$ cat config.mk
export PLATFORM = sky130hd
export DESIGN_NAME = reduced_power_stage_pwm
export DESIGN_NICKNAME = d
export VERILOG_FILES = /design/src/reduced_power_stage_pwm.v
export VERILOG_INCLUDE_DIRS = /design/src
export SDC_FILE = /design/constraint.sdc
export NUM_CORES = 1
export LEC_CHECK = 0
export ABC_AREA = 1
export BUFFER_PORTS_ARGS = -buffer_cell sky130_fd_sc_hd__buf_2
export CAP_MARGIN = 20
export CORE_ASPECT_RATIO = 1.5
export CORE_MARGIN = 1.5
export CORE_UTILIZATION = 55
export DETAILED_ROUTE_END_ITERATION = 16
export PLACE_DENSITY = 0.74
export SLEW_MARGIN = 20
export SYNTH_ARGS = -nofsm -noshare
export SYNTH_HDL_FRONTEND = slang
export SYNTH_SLANG_ARGS = --single-unit
$ cat constraint.sdc
create_clock -name core_clk -period 5.3 [get_ports core_clk]
set_input_delay 0.265 -clock core_clk [delete_from_list [all_inputs] [get_ports core_clk]]
set_output_delay 0.265 -clock core_clk [all_outputs]
set_load 0.005 [all_outputs]
$ cat src/pwm_consts.vh
// constants for the reduced power stage waveform generator
// assumes a 32-bit APB register port and one core clock
`ifndef PWM_CONSTS_VH
`define PWM_CONSTS_VH

// ----------------------------------------------------------------
// register byte offsets
// ----------------------------------------------------------------
`define OFF_CTRL 8'h00
`define OFF_OUT0_SET 8'h04
`define OFF_OUT0_RST 8'h08
`define OFF_OUT1_SET 8'h0C
`define OFF_OUT1_RST 8'h10
`define OFF_STATUS 8'h14
`define OFF_CAPTURE 8'h18
`define OFF_COUNTER 8'h1C

// ----------------------------------------------------------------
// control register fields
// ----------------------------------------------------------------
`define CTRL_RUN 0
`define CTRL_MODE_LO 1
`define CTRL_MODE_HI 2
`define CTRL_FIFTY 3
`define CTRL_POL0 4
`define CTRL_POL1 5
`define CTRL_CLK_PLL 6
`define CTRL_AUTO_UPDATE_LOCK 7
`define CTRL_LOCK 8
`define CTRL_SEL_A_LO 9
`define CTRL_SEL_A_HI 10
`define CTRL_SEL_B_LO 11
`define CTRL_SEL_B_HI 12
`define CTRL_FAULT_A 13
`define CTRL_FAULT_B 14
`define CTRL_IEN_EOC 15
`define CTRL_IEN_FAULT 16
`define CTRL_IEN_CAP 17
`define CTRL_INEN_A 18
`define CTRL_INEN_B 19
`define CTRL_WIDTH 20
`define CTRL_RESET 20'h00000

// ----------------------------------------------------------------
// status register fields
// ----------------------------------------------------------------
`define ST_EOC 0
`define ST_FAULT 1
`define ST_CAP 2
`define ST_RUNNING 3
`define ST_RAMP_LO 4
`define ST_RAMP_HI 5

// ----------------------------------------------------------------
// running modes and input selects
// ----------------------------------------------------------------
`define MODE_FOUR 2'h0
`define MODE_TWO 2'h1
`define MODE_ONE 2'h2
`define MODE_CENTER 2'h3
`define SEL_PIN_MAIN 2'h0
`define SEL_COMPARATOR 2'h1
`define SEL_PIN_ALT 2'h2

// ----------------------------------------------------------------
// timing figures
// ----------------------------------------------------------------
`define DT_EXTRA_FOUR 12'h002
`define RAMP_LAST_FOUR 2'h3
`define RAMP_LAST_TWO 2'h1
`define RAMP_FIRST 2'h0
`define CMP_RESET 12'h000

`endif

$ cat src/reduced_power_stage_pwm.v
// two-output dead-time waveform generator with APB register port
// assumes APB master on core_clk; pins and io clock are asynchronous
`timescale 1ns/100ps
`include "pwm_consts.vh"

module reduced_power_stage_pwm #(
    parameter CW = 12
) (
    input wire core_clk,
    input wire rst_b,
    input wire psel,
    input wire penable,
    input wire pwrite,
    input wire [7:0] paddr,
    input wire [31:0] pwdata,
    output reg [31:0] prdata,
    output reg pready,
    output reg pslverr,
    input wire io_clock_in,
    input wire retrigger_pin_main,
    input wire retrigger_pin_alt_a,
    input wire retrigger_pin_alt_b,
    input wire comparator_out,
    output reg waveform_out_zero,
    output reg waveform_out_one,
    output reg generator_irq
);

    // ------------------------------------------------------------
    // helpers
    // ------------------------------------------------------------
    // selects one of the input sources for a part
    function sel_input;
        input [1:0] sel;
        input main_in;
        input cmp_in;
        input alt_in;
        begin
            case (sel)
                `SEL_PIN_MAIN: sel_input = main_in;
                `SEL_COMPARATOR: sel_input = cmp_in;
                `SEL_PIN_ALT: sel_input = alt_in;
                default: sel_input = 1'b0;
            endcase
        end
    endfunction

    // last count of a ramp that must last len clocks (len zero gives one)
    function [CW-1:0] len_top;
        input [CW-1:0] len;
        begin
            if (len == `CMP_RESET) begin
                len_top = `CMP_RESET;
            end else begin
                len_top = len - 1'b1;
            end
        end
    endfunction

    // ------------------------------------------------------------
    // register state
    // ------------------------------------------------------------
    reg [`CTRL_WIDTH-1:0] ctrl_reg;
    reg [CW-1:0] sw_sa_reg, sw_ra_reg, sw_sb_reg, sw_rb_reg;
    reg [CW-1:0] act_sa_reg, act_ra_reg, act_sb_reg, act_rb_reg;
    reg [1:0] act_mode_reg;
    reg act_fifty_reg, act_pol0_reg, act_pol1_reg;
    reg rb_written_reg;
    reg [CW-1:0] cnt_reg;
    reg [1:0] ramp_reg;
    reg down_reg;
    reg running_reg;
    reg [CW-1:0] capture_reg;
    reg eoc_flag_reg, fault_flag_reg, cap_flag_reg;
    reg [4:0] sync1_reg, sync2_reg;
    reg io_last_reg;
    reg in_a_last_reg, in_b_last_reg;

    wire in_a = sel_input(ctrl_reg[`CTRL_SEL_A_HI:`CTRL_SEL_A_LO], sync2_reg[0], sync2_reg[3], sync2_reg[1]);
    wire in_b = sel_input(ctrl_reg[`CTRL_SEL_B_HI:`CTRL_SEL_B_LO], sync2_reg[0], sync2_reg[3], sync2_reg[2]);

    // ------------------------------------------------------------
    // input synchronisers
    // ------------------------------------------------------------
    // two flops on every asynchronous pin
    always @(posedge core_clk or negedge rst_b) begin
        if (!rst_b) begin
            sync1_reg <= 5'h00;
            sync2_reg <= 5'h00;
            io_last_reg <= 1'b0;
            in_a_last_reg <= 1'b0;
            in_b_last_reg <= 1'b0;
        end else begin
            sync1_reg <= {io_clock_in, comparator_out, retrigger_pin_alt_b, retrigger_pin_alt_a, retrigger_pin_main};
            sync2_reg <= sync1_reg;
            io_last_reg <= sync2_reg[4];
            in_a_last_reg <= in_a;
            in_b_last_reg <= in_b;
        end
    end

    // pll runs every clock, io clock on its synchronised edge
    wire gen_tick = ctrl_reg[`CTRL_CLK_PLL] | (sync2_reg[4] & ~io_last_reg);

    // ------------------------------------------------------------
    // input events
    // ------------------------------------------------------------
    wire edge_a = ctrl_reg[`CTRL_INEN_A] & in_a & ~in_a_last_reg;
    wire edge_b = ctrl_reg[`CTRL_INEN_B] & in_b & ~in_b_last_reg;
    wire fault_a = ctrl_reg[`CTRL_INEN_A] & ctrl_reg[`CTRL_FAULT_A] & in_a;
    wire fault_b = ctrl_reg[`CTRL_INEN_B] & ctrl_reg[`CTRL_FAULT_B] & in_b;
    wire cap_event = (edge_a & ~ctrl_reg[`CTRL_FAULT_A]) | (edge_b & ~ctrl_reg[`CTRL_FAULT_B]);

    // ------------------------------------------------------------
    // effective compare values
    // ------------------------------------------------------------
    // part A follows part B in fifty-percent configuration
    wire [CW-1:0] use_sa = act_fifty_reg ? act_sb_reg : act_sa_reg;
    wire [CW-1:0] use_ra = act_fifty_reg ? act_rb_reg : act_ra_reg;

    // ------------------------------------------------------------
    // ramp bounds
    // ------------------------------------------------------------
    reg [CW-1:0] top;
    reg last_ramp;
    // four-ramp on ramps last reset value
    // four-ramp dead ramps last set value plus two
    always @* begin
        top = act_rb_reg;
        last_ramp = 1'b1;
        case (act_mode_reg)
            `MODE_FOUR: begin
                last_ramp = (ramp_reg == `RAMP_LAST_FOUR);
                case (ramp_reg)
                    2'h0: top = len_top(use_sa + `DT_EXTRA_FOUR);
                    2'h1: top = len_top(use_ra);
                    2'h2: top = len_top(act_sb_reg + `DT_EXTRA_FOUR);
                    default: top = len_top(act_rb_reg);
                endcase
            end
            `MODE_TWO: begin
                last_ramp = (ramp_reg == `RAMP_LAST_TWO);
                top = (ramp_reg == `RAMP_FIRST) ? use_ra : act_rb_reg;
            end
            default: begin
                top = act_rb_reg;
                last_ramp = 1'b1;
            end
        endcase
    end

    wire center = (act_mode_reg == `MODE_CENTER);
    // start uses the set that is loaded on that same edge
    wire center_sw = (ctrl_reg[`CTRL_MODE_HI:`CTRL_MODE_LO] == `MODE_CENTER);
    wire at_top = (cnt_reg == top);
    // cycle end only at top of sub-cycle B's last ramp
    // center cycle ends on reaching top while rising
    wire eoc = running_reg & gen_tick & at_top & last_ramp & (~center | ~down_reg);

    // ------------------------------------------------------------
    // output activity
    // ------------------------------------------------------------
    reg act0, act1;
    // part A active in sub-cycle A, part B in sub-cycle B
    // two-ramp dead time covers counts 0..set value
    // on-time spans set value exclusive to reset value
    // one-ramp outputs compared on one shared ramp
    always @* begin
        case (act_mode_reg)
            `MODE_FOUR: begin
                act0 = (ramp_reg == 2'h1) && (use_ra != `CMP_RESET);
                act1 = (ramp_reg == 2'h3) && (act_rb_reg != `CMP_RESET);
            end
            `MODE_TWO: begin
                act0 = (ramp_reg == `RAMP_FIRST) && (cnt_reg > use_sa);
                act1 = (ramp_reg == `RAMP_LAST_TWO) && (cnt_reg > act_sb_reg);
            end
            default: begin
                act0 = (cnt_reg > use_sa) && (cnt_reg <= use_ra);
                act1 = (cnt_reg > act_sb_reg) && (cnt_reg <= act_rb_reg);
            end
        endcase
    end

    // ------------------------------------------------------------
    // apb decode
    // ------------------------------------------------------------
    wire setup = psel & ~penable;
    wire wr_done = psel & penable & pready & pwrite;
    wire mapped = (paddr == `OFF_CTRL) || (paddr == `OFF_OUT0_SET) || (paddr == `OFF_OUT0_RST) ||
                  (paddr == `OFF_OUT1_SET) || (paddr == `OFF_OUT1_RST) || (paddr == `OFF_STATUS) ||
                  (paddr == `OFF_CAPTURE) || (paddr == `OFF_COUNTER);
    wire wr_ok = wr_done & mapped;
    wire stop_now = ~ctrl_reg[`CTRL_RUN];

    // out1 reset write arms auto lock transfer
    // auto lock decides before the lock bit
    wire allow = ctrl_reg[`CTRL_AUTO_UPDATE_LOCK] ? rb_written_reg : ~ctrl_reg[`CTRL_LOCK];
    // stopped generator follows writes at once
    // running generator loads the whole set at cycle end
    wire load_set = ~running_reg | (eoc & allow);

    // read mux and handshake
    reg [31:0] rd_next;
    always @* begin
        rd_next = 32'h00000000;
        case (paddr)
            `OFF_CTRL: rd_next[`CTRL_WIDTH-1:0] = ctrl_reg;
            `OFF_OUT0_SET: rd_next[CW-1:0] = sw_sa_reg;
            `OFF_OUT0_RST: rd_next[CW-1:0] = sw_ra_reg;
            `OFF_OUT1_SET: rd_next[CW-1:0] = sw_sb_reg;
            `OFF_OUT1_RST: rd_next[CW-1:0] = sw_rb_reg;
            `OFF_STATUS: begin
                rd_next[`ST_EOC] = eoc_flag_reg;
                rd_next[`ST_FAULT] = fault_flag_reg;
                rd_next[`ST_CAP] = cap_flag_reg;
                rd_next[`ST_RUNNING] = running_reg;
                rd_next[`ST_RAMP_HI:`ST_RAMP_LO] = ramp_reg;
            end
            `OFF_CAPTURE: rd_next[CW-1:0] = capture_reg;
            `OFF_COUNTER: rd_next[CW-1:0] = cnt_reg;
            default: rd_next = 32'h00000000;
        endcase
    end

    // apb answer one cycle after setup
    always @(posedge core_clk or negedge rst_b) begin
        if (!rst_b) begin
            pready <= 1'b0;
            pslverr <= 1'b0;
            prdata <= 32'h00000000;
        end else begin
            pready <= setup;
            pslverr <= setup & ~mapped;
            if (setup && !pwrite) begin
                prdata <= rd_next;
            end
        end
    end

    // ------------------------------------------------------------
    // software registers
    // ------------------------------------------------------------
    // 12-bit compare values
    // software writes values and run bit
    always @(posedge core_clk or negedge rst_b) begin
        if (!rst_b) begin
            ctrl_reg <= `CTRL_RESET;
            sw_sa_reg <= `CMP_RESET;
            sw_ra_reg <= `CMP_RESET;
            sw_sb_reg <= `CMP_RESET;
            sw_rb_reg <= `CMP_RESET;
            rb_written_reg <= 1'b0;
        end else begin
            if (wr_ok && paddr == `OFF_CTRL) begin
                ctrl_reg <= pwdata[`CTRL_WIDTH-1:0];
            end
            if (wr_ok && paddr == `OFF_OUT0_SET) begin
                sw_sa_reg <= pwdata[CW-1:0];
            end
            if (wr_ok && paddr == `OFF_OUT0_RST) begin
                sw_ra_reg <= pwdata[CW-1:0];
            end
            if (wr_ok && paddr == `OFF_OUT1_SET) begin
                sw_sb_reg <= pwdata[CW-1:0];
            end
            if (wr_ok && paddr == `OFF_OUT1_RST) begin
                sw_rb_reg <= pwdata[CW-1:0];
            end
            // a new arming write wins over the clearing transfer
            if (wr_ok && paddr == `OFF_OUT1_RST) begin
                rb_written_reg <= 1'b1;
            end else if (eoc && allow) begin
                rb_written_reg <= 1'b0;
            end
        end
    end

    // ------------------------------------------------------------
    // active value set
    // ------------------------------------------------------------
    // compare values, mode and polarity move together
    always @(posedge core_clk or negedge rst_b) begin
        if (!rst_b) begin
            act_sa_reg <= `CMP_RESET;
            act_ra_reg <= `CMP_RESET;
            act_sb_reg <= `CMP_RESET;
            act_rb_reg <= `CMP_RESET;
            act_mode_reg <= `MODE_FOUR;
            act_fifty_reg <= 1'b0;
            act_pol0_reg <= 1'b0;
            act_pol1_reg <= 1'b0;
        end else if (load_set) begin
            act_sa_reg <= sw_sa_reg;
            act_ra_reg <= sw_ra_reg;
            act_sb_reg <= sw_sb_reg;
            act_rb_reg <= sw_rb_reg;
            act_mode_reg <= ctrl_reg[`CTRL_MODE_HI:`CTRL_MODE_LO];
            act_fifty_reg <= ctrl_reg[`CTRL_FIFTY];
            act_pol0_reg <= ctrl_reg[`CTRL_POL0];
            act_pol1_reg <= ctrl_reg[`CTRL_POL1];
        end
    end

    // ------------------------------------------------------------
    // counter and ramp sequencer
    // ------------------------------------------------------------
    // single counter stepped by mode
    // ramps sum to on-times plus dead-times
    // start clears counter into sub-cycle A, or in center mode loads out1 reset value counting down
    always @(posedge core_clk or negedge rst_b) begin
        if (!rst_b) begin
            cnt_reg <= `CMP_RESET;
            ramp_reg <= `RAMP_FIRST;
            down_reg <= 1'b0;
            running_reg <= 1'b0;
        end else if (stop_now) begin
            running_reg <= 1'b0;
            cnt_reg <= `CMP_RESET;
            ramp_reg <= `RAMP_FIRST;
            down_reg <= 1'b0;
        end else if (!running_reg) begin
            running_reg <= 1'b1;
            ramp_reg <= `RAMP_FIRST;
            down_reg <= center_sw;
            cnt_reg <= center_sw ? sw_rb_reg : `CMP_RESET;
        end else if (gen_tick) begin
            if (center) begin
                if (down_reg) begin
                    if (cnt_reg == `CMP_RESET) begin
                        down_reg <= 1'b0;
                        cnt_reg <= cnt_reg + 1'b1;
                    end else begin
                        cnt_reg <= cnt_reg - 1'b1;
                    end
                end else if (at_top) begin
                    down_reg <= 1'b1;
                    if (cnt_reg != `CMP_RESET) begin
                        cnt_reg <= cnt_reg - 1'b1;
                    end
                end else begin
                    cnt_reg <= cnt_reg + 1'b1;
                end
            end else if (at_top) begin
                cnt_reg <= `CMP_RESET;
                ramp_reg <= last_ramp ? `RAMP_FIRST : ramp_reg + 1'b1;
            end else begin
                cnt_reg <= cnt_reg + 1'b1;
            end
        end
    end

    // ------------------------------------------------------------
    // outputs, capture and flags
    // ------------------------------------------------------------
    // level inverted, timing kept
    always @(posedge core_clk or negedge rst_b) begin
        if (!rst_b) begin
            waveform_out_zero <= 1'b1;
            waveform_out_one <= 1'b1;
        end else begin
            waveform_out_zero <= (running_reg & act0 & ~fault_a) ? act_pol0_reg : ~act_pol0_reg;
            waveform_out_one <= (running_reg & act1 & ~fault_b) ? act_pol1_reg : ~act_pol1_reg;
        end
    end

    wire clr_st = wr_ok & (paddr == `OFF_STATUS);

    always @(posedge core_clk or negedge rst_b) begin
        if (!rst_b) begin
            capture_reg <= `CMP_RESET;
            eoc_flag_reg <= 1'b0;
            fault_flag_reg <= 1'b0;
            cap_flag_reg <= 1'b0;
            generator_irq <= 1'b0;
        end else begin
            if (cap_event) begin
                capture_reg <= cnt_reg;
            end
            // set wins over write-one clear
            eoc_flag_reg <= eoc | (eoc_flag_reg & ~(clr_st & pwdata[`ST_EOC]));
            fault_flag_reg <= fault_a | fault_b | (fault_flag_reg & ~(clr_st & pwdata[`ST_FAULT]));
            cap_flag_reg <= cap_event | (cap_flag_reg & ~(clr_st & pwdata[`ST_CAP]));
            generator_irq <= (eoc_flag_reg & ctrl_reg[`CTRL_IEN_EOC]) |
                             (fault_flag_reg & ctrl_reg[`CTRL_IEN_FAULT]) |
                             (cap_flag_reg & ctrl_reg[`CTRL_IEN_CAP]);
        end
    end

endmodule

==> results.toml <==
[drt]
drtPass1Iterations = 6
drtIter0Drc = 1041
viasPerCell = 5.873
ant_nets = 0
wl_per_cell_um = 19.50
dr_total_vias = 12328
routed_wl_mm = 40.92
route.detailed.drc = 0

[timing]
maxSlewHeadroom = 0.4270
finalMaxSlewViolations = 0
skew_ns = 0.01080
finalSetupViolations = 0
worst_slew_pin_slew_ns = 0.8529
min_period_ns = 4.690
tns_ns = 0
fmax_ghz = 0.2132
fin_crit_sh = 0.8848
rsz0062_at_grt = "no"
timing.final.hold_violations = 0

[global_routing]
antenna_found_initial = 0
grt-ovfl-total = 0
track_usage = 0.3502
grt_pass1_vias = 11955
grt_first_pass_wirelength_mm = 64.10
grt_max_degree = 92

[synth]
ys_ff_latch = 191
yosys_warnings = 0
synth-main-ff-cell = "dfrtp_1"
synth-seq-area-share = 0.3765
async_reset_ff_frac = 1.000
synth_edf_count = 0
syn_area_um2 = 12700
avgSynthCellArea_um2 = 7.143
netlist_instances = 1778
synth_cell_type_count = 54

[floorplanning]
die_y_um = 189.1
core_um2 = 22470
dieArea_um2 = 24030
dieWidth_um = 127.1
rows = 67
io_pins = 87
start_util = 0.5653

[placement]
place_area_um2 = 13040
dp_hpwl_mm = 31.26
place_congestion = 0.9522
port_buffers = 62

[cells_and_area]
multi_input_area_um2 = 6887
stdcell_area_um2 = 13690
regArea_um2 = 4782
diodes = 0
nFillCells = 2076
drive_above_1_share = 0.08886
area_growth_pct = 7.772
layout.nets = 1924

[worst_setup_path]
r2r-start = "act_fifty_reg"
arrival_ns = 5.03
startpoint = "act_fifty_reg"
required_ns = 5.64
end_kind = "register"
cp-start-kind = "register"
rrSetupSlack_ns = 0.61
crit_type = "register to register"
cp_max_fo = 27

[clock_tree]
clock-sinks = 191
clk_latency_ns = 0.45
cts_resized = 0
htree_levels = 4
clockRootBuffer = "clkbuf_16"
cts_tree = "built"
cts.path.max_buffers = 2
cts_buffers = 17
cts.clk_slew.worst_paths_ns = 0.08
post-cts-setup-buffers = 0

[pwr]
powerDensity_nw_per_um2 = 207.0
leakage_nw = 6.916
peakVddDrop_uv = 253.8

[worst_hold_path]
min_from = "penable"
worstHoldPathType = "input pin to register"

[status]
status = "complete, no violations"

[run]
cap_violations = 0
## stage by stage
stage	hold slack [ns]	setup slack, ns	utilization	power, mW	cells
after floorplan	-0.03059	2.249	-	1.519	1789
after global placement	0.3109	0.8169	0.5803	1.566	2061
after detailed placement	0.3158	0.7175	0.5805	1.567	2061
after CTS	0.02136	0.7087	0.6093	2.839	2099
after global routing	0.03650	0.2573	0.6093	2.907	2099
final	0.03070	0.6104	0.6093	2.833	2099
## what timing repair did
item                                    4_1_cts  5_1_grt
hold buffers                                  6        0
hold endpoints to repair                     74        0
endpoints found under the setup margin        0        0
## worst paths after layout
path                            cells past startpoint            end
worst min-delay path                                2         pready
worst max register to register                     25     cnt_reg[2]
worst max-delay path                               25     cnt_reg[2]
worst min register to register                      0   sync2_reg[2]
min in group asynchronous                           2  sw_sa_reg[10]
max in group asynchronous                           3         pready
## worst max-delay path: stages, from the launching register on
cell and delay, ns:
dfrtp_1 0.82, buf_4 0.44, nand2_1 0.11, o21ai_2 0.11, ha_1 0.30, inv_1 0.08
nor2_1 0.17, nand3_1 0.15, nand2_2 0.15, o21ai_0 0.13, a21oi_1 0.15, nand2_1 0.13
nand2_1 0.08, nand2_1 0.06, nand3_1 0.08, nand2_1 0.06, nor2_1 0.13, nand2_1 0.08
nor2_2 0.18, nand2_2 0.21, inv_2 0.15, nand3_1 0.13, nand3_1 0.43, nor2_1 0.10
nand2_1 0.09, nand2_1 0.05
## cell type report
cell class | instances | area share
well taps | 276 | 0.02523
flip-flops and latches | 191 | 0.3494
repair buffers | 77 | 0.03263
inverters | 171 | 0.04689
clock inverters | 14 | 0.01069
multi-input cells | 1352 | 0.5031
clock buffers | 18 | 0.03208
## cell usage in the layout, fill, tap and decap left out, types with 8 or more instances in the layout
| cell type | synthesis | layout |
|---|---|---|
| nand2_1 | 608 | 608 |
| dfrtp_1 | 189 | 189 |
| inv_1 | 157 | 157 |
| nor2_1 | 128 | 128 |
| o21ai_0 | 122 | 122 |
| nand3_1 | 100 | 100 |
| a21oi_1 | 69 | 69 |
| ha_1 | 64 | 64 |
| buf_2 | 5 | 61 |
| o21ai_1 | 40 | 40 |
| xor2_1 | 30 | 30 |
| nand4_1 | 29 | 29 |
| clkbuf_16 | 0 | 17 |
| a221oi_1 | 14 | 14 |
| o21ai_2 | 13 | 13 |
| inv_2 | 12 | 12 |
| nor3_1 | 12 | 12 |
| o22ai_1 | 12 | 12 |
| conb_1 | 1 | 12 |
| a22oi_1 | 11 | 11 |
| nor2_2 | 9 | 9 |
| buf_4 | 19 | 9 |
| o31ai_1 | 8 | 8 |
## synth_stat cells (3+ instances only)
master     instances  area share
o211ai_1           4      0.0024
nand3b_1           6      0.0035
nand4_1           29       0.014
buf_6              9      0.0080
o21ai_1           40       0.016
xor2_1            30       0.021
ha_1              64       0.063
nor2_1           128       0.038
o21ai_0          122       0.048
a211oi_1           3      0.0018
a22oi_1           11      0.0065
o2111ai_1          5      0.0034
inv_1            157       0.046
o31ai_1            8      0.0047
buf_2              5      0.0020
a22o_1             7      0.0048
o21bai_1           3      0.0018
nor4_1             3      0.0015
xnor2_1            3      0.0021
nor3_1            12      0.0047
a21o_1             4      0.0024
a21oi_1           69       0.027
nand3_1          100       0.039
o22ai_1           12      0.0059
nor2_2             9      0.0044
nand2_1          608        0.18
dfrtp_1          189        0.37
clkbuf_1          39       0.012
or2_2              6      0.0030
buf_4             19       0.011
a221oi_1          14      0.0097
nand2_2            6      0.0030
inv_2             12      0.0035
o21ai_2           13      0.0090
## where the power goes
part           internal [mW]  switching, mW  total [mW]
Sequential              1.46        0.00232        1.47
Clock                  0.676          0.616        1.29
Combinational         0.0199         0.0559      0.0758
## per-layer routing
metal	GRT usage	wire length, µm	up-vias
met5	0	0	-
met4	0.2592	3335	0
met3	0.03984	1819	141
met2	0.5939	19830	470
met1	0.4071	15940	5817
li1	-	-	5900
## logic make-up after synthesis
kind of cell	after synthesis	share of synthesized area
and+or+nand+nor	914	0.2999
AOI/OAI and AO/OA	329	0.1525
buffers and inverters	246	0.08502
DFF	191	0.3765
adders and majority gates	64	0.06305
xor gates and xnor gates	33	0.02276
other	1	0.0002953
(Power assumes the default switching activity.)
